$ cat config.mk
export PLATFORM = sky130hd
export DESIGN_NAME = cpu_if_el3_binary_point_ctrl
export DESIGN_NICKNAME = d
export VERILOG_FILES = /design/src/cpu_if_ctl_pkg.sv /design/src/cpu_if_el3_binary_point_ctrl.sv /design/src/completion_decode.sv
export VERILOG_INCLUDE_DIRS = /design/src
export SDC_FILE = /design/constraint.sdc
export NUM_CORES = 1
export LEC_CHECK = 0
export BUFFER_PORTS_ARGS = -buffer_cell sky130_fd_sc_hd__buf_2
export CAP_MARGIN = 20
export CORE_MARGIN = 3
export CORE_UTILIZATION = 41
export DETAILED_ROUTE_END_ITERATION = 16
export PLACE_DENSITY_LB_ADDON = 0.2
export SYNTH_ARGS = -nofsm -noshare
export SYNTH_HDL_FRONTEND = slang
export SYNTH_SLANG_ARGS = --single-unit
$ cat constraint.sdc
create_clock -name CLK_IN -period 2.7 [get_ports CLK_IN]
set_input_delay 0.27 -clock CLK_IN [delete_from_list [all_inputs] [get_ports CLK_IN]]
set_output_delay 0.27 -clock CLK_IN [all_outputs]
set_load 0.03 [all_outputs]
$ cat src/cpu_if_ctl_defs.svh
`ifndef CPU_IF_CTL_DEFS_SVH
`define CPU_IF_CTL_DEFS_SVH
// Field positions of the top control register
`define FLD_SHARED_S 0
`define FLD_SHARED_NS 1
`define FLD_SPLIT_TOP 2
`define FLD_SPLIT_S 3
`define FLD_SPLIT_NS 4
// Bit positions inside the EL1 control view
`define FLD_VIEW_SHARED 0
`define FLD_VIEW_SPLIT 1
`define CTL_W 64
`define CTL_RW_MASK 64'h0000_0000_0000_001F
`define CTL_RESET 64'h0000_0000_0000_0000
// System register encoding op0,op1,CRn,CRm,op2
`define ENC_TOP_CTL 16'hF664
`define ENC_EL1_CTL 16'hC664
`define BPR_W 3
`define BPR_RESET 3'h0
`endif

$ cat src/cpu_if_ctl_pkg.sv
`default_nettype none
package cpu_if_ctl_pkg;
  typedef enum logic [1:0] {
    EL_0 = 2'b00,
    EL_1 = 2'b01,
    EL_2 = 2'b10,
    EL_3 = 2'b11
  } exc_level_t;
  typedef enum logic [1:0] {
    ACC_IDLE = 2'b00,
    ACC_DONE = 2'b01,
    ACC_UNDEF = 2'b10
  } acc_state_t;
  typedef struct packed {
    logic valid;
    logic write;
    logic [15:0] enc;
    logic [63:0] wdata;
  } sysreg_req_t;
  typedef struct packed {
    logic drop;
    logic deact;
  } completion_act_t;
endpackage
`default_nettype wire

$ cat src/cpu_if_el3_binary_point_ctrl.sv
`include "cpu_if_ctl_defs.svh"
`default_nettype none
module cpu_if_el3_binary_point_ctrl
  import cpu_if_ctl_pkg::*;
(
  input wire logic CLK_IN,
  input wire logic RST_IN,
  input wire exc_level_t EL_IN,
  input wire logic SECURE_IN,
  input wire sysreg_req_t REQ_IN,
  input wire logic BP1_ACCESS_IN,
  input wire logic BP_WRITE_IN,
  input wire logic [2:0] BP_WDATA_IN,
  input wire logic EOI_IN,
  input wire logic DIR_IN,
  input wire logic TOP_LEVEL_INT_IN,
  output logic ACK_OUT,
  output logic UNDEF_OUT,
  output logic [63:0] RDATA_OUT,
  output logic [2:0] BP_RDATA_OUT,
  output logic [2:0] GROUP1_POINT_OUT,
  output logic [2:0] GROUP0_POINT_OUT,
  output logic DROP_OUT,
  output logic DEACT_OUT
);
  // ------------------------------------------------------------
  // Storage
  // ------------------------------------------------------------
  logic [63:0] ctl_r;
  logic [2:0] bp0_r;
  logic [2:0] bp1_ns_r;
  logic [2:0] bp1_s_r;
  acc_state_t acc_r;
  acc_state_t acc_nxt;
  logic [63:0] rdata_r;
  logic [63:0] rdata_nxt;
  logic top_hit;
  logic el1_hit;
  logic shared_sel;
  logic split_sel;
  completion_act_t act;

  // World-banked bit: the secure copy or the non-secure copy
  function automatic logic pick_world(input logic sec, input logic s_bit, input logic ns_bit);
    logic sel;
    sel = sec ? s_bit : ns_bit;
    return sel;
  endfunction

  // Point register that the current world's group1 view names
  function automatic logic [2:0] pick_point(input logic sec, input logic [2:0] s_pt,
      input logic [2:0] ns_pt);
    logic [2:0] pt;
    pt = sec ? s_pt : ns_pt;
    return pt;
  endfunction

  function automatic logic [63:0] el1_view(input logic [63:0] c, input logic sec);
    logic [63:0] v;
    v = `CTL_RESET;
    // EL1 view bits alias the top register storage, so no second copy can drift
    v[`FLD_VIEW_SHARED] = pick_world(sec, c[`FLD_SHARED_S], c[`FLD_SHARED_NS]);
    v[`FLD_VIEW_SPLIT] = pick_world(sec, c[`FLD_SPLIT_S], c[`FLD_SPLIT_NS]);
    return v;
  endfunction

  assign top_hit = REQ_IN.valid && (REQ_IN.enc == `ENC_TOP_CTL);
  assign el1_hit = REQ_IN.valid && (REQ_IN.enc == `ENC_EL1_CTL) && (EL_IN != EL_0);

  // ------------------------------------------------------------
  // Access decode
  // ------------------------------------------------------------
  always_comb begin
    acc_nxt = ACC_IDLE;
    rdata_nxt = rdata_r;
    if (top_hit) begin
      if (EL_IN == EL_3) begin
        acc_nxt = ACC_DONE;
        rdata_nxt = ctl_r & `CTL_RW_MASK;
      end else begin
        acc_nxt = ACC_UNDEF;
      end
    end else if (el1_hit) begin
      acc_nxt = ACC_DONE;
      rdata_nxt = el1_view(ctl_r, SECURE_IN);
    end
  end

  always_ff @(posedge CLK_IN or posedge RST_IN) begin
    if (RST_IN) begin
      acc_r <= ACC_IDLE;
      rdata_r <= `CTL_RESET;
    end else begin
      acc_r <= acc_nxt;
      rdata_r <= rdata_nxt;
    end
  end

  // ------------------------------------------------------------
  // Control register; writes land at the clock edge, so later ops see them
  // ------------------------------------------------------------
  always_ff @(posedge CLK_IN or posedge RST_IN) begin
    if (RST_IN) begin
      ctl_r <= `CTL_RESET;
    end else if (top_hit && REQ_IN.write && EL_IN == EL_3) begin
      ctl_r <= REQ_IN.wdata & `CTL_RW_MASK;
    end else if (el1_hit && REQ_IN.write) begin
      if (SECURE_IN) begin
        ctl_r[`FLD_SHARED_S] <= REQ_IN.wdata[`FLD_VIEW_SHARED];
        ctl_r[`FLD_SPLIT_S] <= REQ_IN.wdata[`FLD_VIEW_SPLIT];
      end else begin
        ctl_r[`FLD_SHARED_NS] <= REQ_IN.wdata[`FLD_VIEW_SHARED];
        ctl_r[`FLD_SPLIT_NS] <= REQ_IN.wdata[`FLD_VIEW_SPLIT];
      end
    end
  end

  // ------------------------------------------------------------
  // Binary point storage and redirection
  // ------------------------------------------------------------
  // One select per world; the other world's bit is left alone
  assign shared_sel = pick_world(SECURE_IN, ctl_r[`FLD_SHARED_S], ctl_r[`FLD_SHARED_NS]);

  always_ff @(posedge CLK_IN or posedge RST_IN) begin
    if (RST_IN) begin
      bp0_r <= `BPR_RESET;
      bp1_ns_r <= `BPR_RESET;
      bp1_s_r <= `BPR_RESET;
    end else if (BP_WRITE_IN) begin
      // Group1 views fold onto group0 while the shared bit is set
      if (!BP1_ACCESS_IN || shared_sel) begin
        bp0_r <= BP_WDATA_IN;
      end else if (SECURE_IN) begin
        bp1_s_r <= BP_WDATA_IN;
      end else begin
        bp1_ns_r <= BP_WDATA_IN;
      end
    end
  end

  always_ff @(posedge CLK_IN or posedge RST_IN) begin
    if (RST_IN) begin
      BP_RDATA_OUT <= `BPR_RESET;
    end else if (!BP1_ACCESS_IN || shared_sel) begin
      BP_RDATA_OUT <= bp0_r;
    end else begin
      BP_RDATA_OUT <= pick_point(SECURE_IN, bp1_s_r, bp1_ns_r);
    end
  end

  // Effective preemption points for the priority logic
  always_ff @(posedge CLK_IN or posedge RST_IN) begin
    if (RST_IN) begin
      GROUP0_POINT_OUT <= `BPR_RESET;
      GROUP1_POINT_OUT <= `BPR_RESET;
    end else begin
      GROUP0_POINT_OUT <= bp0_r;
      if (shared_sel) begin
        GROUP1_POINT_OUT <= bp0_r;
      end else begin
        GROUP1_POINT_OUT <= pick_point(SECURE_IN, bp1_s_r, bp1_ns_r);
      end
    end
  end

  // ------------------------------------------------------------
  // Completion handling
  // ------------------------------------------------------------
  always_comb begin
    if (TOP_LEVEL_INT_IN) begin
      split_sel = ctl_r[`FLD_SPLIT_TOP];
    end else begin
      split_sel = pick_world(SECURE_IN, ctl_r[`FLD_SPLIT_S], ctl_r[`FLD_SPLIT_NS]);
    end
  end

  completion_decode u_completion (
    .split_in(split_sel),
    .eoi_in(EOI_IN),
    .dir_in(DIR_IN),
    .act_out(act)
  );

  always_ff @(posedge CLK_IN or posedge RST_IN) begin
    if (RST_IN) begin
      DROP_OUT <= 1'b0;
      DEACT_OUT <= 1'b0;
    end else begin
      DROP_OUT <= act.drop;
      DEACT_OUT <= act.deact;
    end
  end

  // ------------------------------------------------------------
  // Answer strobes
  // ------------------------------------------------------------
  always_comb begin
    ACK_OUT = 1'h0;
    UNDEF_OUT = 1'h0;
    case (acc_r)
      ACC_DONE: begin
        ACK_OUT = 1'h1;
      end
      ACC_UNDEF: begin
        UNDEF_OUT = 1'h1;
      end
      default: begin
        ACK_OUT = 1'h0;
      end
    endcase
  end

  assign RDATA_OUT = rdata_r;
endmodule
`default_nettype wire

$ cat src/completion_decode.sv
`include "cpu_if_ctl_defs.svh"
`default_nettype none
module completion_decode
  import cpu_if_ctl_pkg::*;
(
  input wire logic split_in,
  input wire logic eoi_in,
  input wire logic dir_in,
  output completion_act_t act_out
);
  always_comb begin
    // Split mode: completion only drops priority
    act_out.drop = eoi_in;
    // Combined mode ignores the separate deactivate write (unpredictable there)
    act_out.deact = split_in ? dir_in : eoi_in;
  end
endmodule
`default_nettype wire

* After elaboration in Yosys (flattened, before gate mapping)
Index checks and enable logic that the tools add are counted.
** Cells by class
- Mux-type cells :: 23
- Reduce and logical (&&, ||, !) cells :: 18
- Eq/ne operators :: 7
- Bitwise operators :: 2
** Operator list (count)
- 2-to-1 mux 64 bit :: 3
- equality test 16 bit, second input constant :: 2
- 2-to-1 mux 2 bit :: 6
- 2-to-1 mux 1 bit :: 11
- 2-to-1 mux 3 bit :: 3
- AND reduction 2 bit :: 4
- nonzero test 2 bit :: 4
- logical AND 1 bit :: 6
- AND reduction 3 bit :: 2
- equality test 2 bit, second input constant :: 2
- != test 2 x 1 -> 1 bit, second input constant :: 2
- equality test 2 x 1 -> 1 bit, second input constant :: 1
- inverter 1 bit :: 2
- logical NOT 1 bit :: 1
- logical OR 1 bit :: 1
** Word-level totals
- Register bits :: 91

* Logic depth before layout (Yosys ltp)
- Word-level depth :: 6
- Depth in mapped cells :: 5
- Mapped depth without buffers :: 4

* Hierarchy
Synthesis repeated with hierarchy kept, for this count alone.
** Second synthesis, totals
- Cells, all modules :: 182
- Area, all modules :: 1951.9 um2
** By module, submodules not included
- cpu_if_el3_binary_point_ctrl :: area each 1929.4 um2, times used 1, cells each 180
- completion_decode :: area each 22.5 um2, times used 1, cells each 2

* Least setup slack after synthesis
OpenSTA, ideal clock, no wires.
- Path type :: input -> register
- From :: input SECURE_IN
- To :: register bp1_ns_r[0]
- Library setup time :: 125 ps
- Arrival time :: 1678 ps
- Slack :: 897 ps
- Required time :: 2575 ps
- Cell stages on the path :: 5
- Cell sequence :: clkbuf_1 -> mux2i_1 -> nand2_1 -> nor3b_1 -> mux2_2
** Between the ends
- Longest elaborated chain between the ends :: 4
- Elaborated cells between the ends (all ways) :: 5
- Those cells by class :: 1 x mux; 2 x bitwise; 2 x reduce/logical
** Ends and longest elaborated chain
- from (decl) :: RTL line cpu_if_el3_binary_point_ctrl.sv:9 : input wire logic SECURE_IN,
- 2-to-1 mux 1 bit :: RTL line cpu_if_el3_binary_point_ctrl.sv:46 : sel = sec ? s_bit : ns_bit;
- logical OR 1 bit :: RTL line cpu_if_el3_binary_point_ctrl.sv:131 : if (!BP1_ACCESS_IN || shared_sel) begin
- inverter 1 bit (no line)
- AND reduction 3 bit (no line) (*)
- to (signal assigned) :: RTL line cpu_if_el3_binary_point_ctrl.sv:127 : bp1_ns_r <= `BPR_RESET;
- to (decl) :: RTL line cpu_if_el3_binary_point_ctrl.sv:31 : logic [2:0] bp1_ns_r;
Mark *: on every way between the ends. The rest lies on a longest branch, timed or not.
A chain may end at the register's enable or synchronous reset.

* Worst setup path after layout
- From :: register ctl_r[1]
- To :: register bp1_ns_r[1]
** Between the ends
- Longest elaborated chain between the ends :: 4
** Ends and longest elaborated chain
- from (decl) :: RTL line cpu_if_el3_binary_point_ctrl.sv:29 : logic [63:0] ctl_r;
- from (signal assigned) :: RTL line cpu_if_el3_binary_point_ctrl.sv:104 : ctl_r <= `CTL_RESET;
- from (signal assigned) :: RTL line cpu_if_el3_binary_point_ctrl.sv:106 : ctl_r <= REQ_IN.wdata & `CTL_RW_MASK;
- from (signal, indexed assignment) :: RTL line cpu_if_el3_binary_point_ctrl.sv:109 : ctl_r[`FLD_SHARED_S] <= REQ_IN.wdata[`FLD_VIEW_SHARED];
- 2-to-1 mux 1 bit :: RTL line cpu_if_el3_binary_point_ctrl.sv:46
- logical OR 1 bit :: RTL line cpu_if_el3_binary_point_ctrl.sv:131
- inverter 1 bit (no line)
- AND reduction 3 bit (no line)
Every way passes these cells.

==> metrics.md <==
| Metric | Value |
|---|---|
| Post-synth top area cell | `dfrtp_1` |
| Net Sw Power | `0.422 mW` |
| EDFF count, synth | `0` |
| Leakage Power | `about 1.1 nW` |
| Net Sw Frac | `0.324` |
| Measured slew at the worst slew-check pin | `0.495 ns` |
| Crit path DAT | `2.16 ns` |
| CTS HTree Levels | `2` |
| Synth top area share | `0.417` |
| Layout Skew | `between 0.004 and 0.005 ns` |
| Seq pwr share | `0.423` |
| Largest family of logic cells by synthesized area | `buffers and inverters` |
| Final WL | `3420 um` |
| Cts bufs inserted | `5` |
| Residual DRC | `0` |
| CTS root buf | `clkbuf_8` |
| Final instance area | `2130 um^2` |
| Mean Syn Cell Area | `about 10 um^2` |
| Worst setup EP type | `flip-flop` |
| Boundary pin count | `172` |
| Synth Warn # | `0` |
| Power per cell area | `610 nW/um^2` |
| Die area | `approximately 5500 um^2` |
| Synth Area in Adders | `0` |
| Hold buffers post-CTS | `0` |
| Yosys reg bits | `32` |
| Placed Instance Area | `2030 um^2` |
| Setup TNS | `0 ns` |
| Antenna violations before repair | `0` |
| Final #Nets | `336` |
| HPWL Detailed | `2670 um` |
| Predominant post-synthesis flop cell | `dfrtp_1` |
| Number of global-route vias before repair | `approximately 1,200` |
| Synth top area cells | `dfrtp_1, buf_4, mux2_2, mux2i_1, nand2_1` |
| WL/cell | `11.6 um` |
| Ratio of cells with drive above 1 in the final layout | `0.331` |
| Simple-gate share of the synthesized area | `0.126` |
| Starting density of the core | `0.432` |
| Routed vias/inst | `4.55` |
| CP Data Required Time | `2.87 ns` |
| Bufs and invs on worst path | `0` |
| Setup Viol. Count Final | `0` |
| Gr ovfl total | `0` |
| WS Path Type | `flip-flop to flip-flop` |
| CTS tree | `done` |
| Row cnt | `24` |
| Clock Latency Late Sink | `0.28 ns` |
| 1st-iter DRT viols | `60` |
| Final-report max-slew violation count | `0` |
| RSZ-0062 raised after global routing | `no` |
| Status | `complete, no violations` |
| Post-CTS setup repair buffer count | `0` |
| DRT Pass-1 Iters | `4` |
| Post-Place Cells | `286` |
| Vias | `between 1,000 and 1,500` |
| Crit path largest cell delay | `0.48 ns` |
| Post-cts sizing count | `0` |
| Number of diodes | `0` |
| Synth Area in XOR/XNOR | `0` |
| Largest net degree at the start of global routing | `33` |
| Clock Sinks | `32` |
| Period utilization | `0.739` |
| Gate power share | `0.234` |
| P_int | `0.880 mW` |
| Worst path cell trace | `mux2i_1 > nand2_1 > nor3b_1 > mux2_2` |
| Clock power frac | `0.343` |
| Final ANT Viol Nets | `0` |
| Compound-Gate Fraction of Synth Area | `0.0894` |
| Critical Path Slowest Stage Cell | `dfrtp_1` |
| Fraction of registers with async set/reset | `1.00` |
| GRT Resource Usage Total | `0.125` |
| Yosys cell types | `36` |
| Final worst slack | `0.704 ns` |
| PortBufs | `53` |
| Die width | `74.4 um` |
| CP delay by family, top | `simple AND/OR/NAND/NOR gates` |
| CORE AREA | `4440 um^2` |
| Mapped Cells | `183` |
| Syn-to-layout area delta | `11.3%` |
| HP Class | `input port to async pin` |
| Non-Filler Instances | `294` |
| Worst R2R Setup Slack | `0.70 ns` |
| Period minus WS final | `2.00 ns` |
| VDD IR max | `roughly 0.2 mV` |
| Chip height | `74.4 um` |
| First-pass GRT wire length | `5200 um` |
| Max-Cap Viols | `0` |
| RePlAce Congestion | `0.788` |
| Register area share after synthesis | `0.417` |
| F_max | `0.501 GHz` |
| Mux share of post-synthesis cell area | `0.125` |
| Hold Fails Final Rpt | `0` |
| Max clock buf depth | `2` |
| CP startpoint kind | `flip-flop` |
| Reg clk slew, reported paths | `0.07 ns` |
| Synthesized area | `1920 um^2` |
| Worst rel slew slack | `0.668` |
| Dpl ws | `0.615 ns` |
| Critical path peak fanout | `9` |
final timing paths:
check                          from                   to  cells after the start
setup / recovery           ctl_r[1]          bp1_ns_r[1]                      4
hold / removal               RST_IN  GROUP1_POINT_OUT[2]                      3
min in group CLK_IN          EOI_IN             DROP_OUT                      1
hold reg to reg            bp0_r[0]  GROUP0_POINT_OUT[0]                      0
max in group asynchronous    RST_IN         RDATA_OUT[3]                      3
setup reg to reg           ctl_r[1]          bp1_ns_r[1]                      4
power by group through the flow:
stage	Sequential [mW]	Combinational (mW)	Clock, mW
after floorplan	0.606	0.248	0
after global placement	0.559	0.303	0
after detailed placement	0.560	0.303	0
after CTS	0.551	0.304	0.457
after global routing	0.557	0.329	0.477
final	0.551	0.304	0.447
worst register-to-register path: stages (launching register included):
cell and delay, ns:
dfrtp_1 0.48, mux2i_1 0.29, nand2_1 0.23, nor3b_1 0.48, mux2_2 0.40
layer usage:
layer | vias up | GRT usage | wire, um
li1 | 642 | - | -
met1 | 601 | 0.155 | 1400
met2 | 86 | 0.198 | 1550
met3 | 8 | 0.0311 | 381
met4 | 0 | 0.0711 | 87
met5 | - | 0 | 0
Yosys cell counts, types with 2 or more instances:
cell type,instances
buf_4,59
dfrtp_1,32
mux2_2,13
nand2_1,9
mux2i_1,7
nor2_1,6
a21oi_1,4
nor2b_1,4
o21ai_0,4
a211oi_1,3
a22o_1,3
nand3_1,3
nand4_1,3
o2bb2ai_1,3
a22oi_1,2
a31oi_1,2
clkbuf_1,2
inv_1,2
mux2_1,2
nand4b_1,2
nor3_1,2
nor4_1,2
placed cells by master (no fill, tap or decap), types with 2 or more instances in the layout:
| cell | n |
|---|---|
| nor2_1 | 6 |
| nor3_1 | 2 |
| nand4_1 | 3 |
| clkbuf_8 | 5 |
| conb_1 | 59 |
| a21oi_1 | 4 |
| a211oi_1 | 3 |
| inv_1 | 2 |
| nand2_1 | 9 |
| nand3_1 | 3 |
| o2bb2ai_1 | 3 |
| mux2_1 | 2 |
| nand4b_1 | 2 |
| a22o_1 | 3 |
| nor4_1 | 2 |
| a22oi_1 | 2 |
| mux2_2 | 13 |
| buf_2 | 53 |
| nor2b_1 | 4 |
| a31oi_1 | 2 |
| mux2i_1 | 7 |
| buf_4 | 2 |
| dfrtp_1 | 32 |
| o21ai_0 | 4 |
registers in the layout (all words and copies together) (netlist names):
name,count
BP_RDATA_OUT,3
ctl_r,5
bp1_s_r,3
bp0_r,3
DEACT_OUT,1
RDATA_OUT,5
acc_r,2
GROUP1_POINT_OUT,3
DROP_OUT,1
GROUP0_POINT_OUT,3
bp1_ns_r,3
layout make-up:
type / count / area, um^2
clock buffer: 6 / 72.6
clock inverter: 2 / 35.0
fill: 417 / 2310
inverter: 2 / 7.51
multi-input combinational: 145 / 873
sequential: 32 / 801
tap: 52 / 65.1
timing repair buffer: 55 / 280
cells by family (layout without fill, tap and decap cells):
logic type / after synthesis / count (layout)
simple gates: 39 / 39
other cells: 1 / 59
buf+inv: 64 / 65
compound gates: 25 / 25
flops: 32 / 32
mux: 22 / 22
stage by stage:
stage / util / hold slack [ns] / power, mW
after global placement: 0.456 / 0.374 / 0.861
after floorplan: - / 0.301 / 0.853
after CTS: 0.480 / 0.0728 / 1.31
after global routing: 0.480 / 0.105 / 1.36
after detailed placement: 0.456 / 0.373 / 0.863
final: 0.480 / 0.0607 / 1.30
No activity file was read; power rests on OpenSTA's default activity.
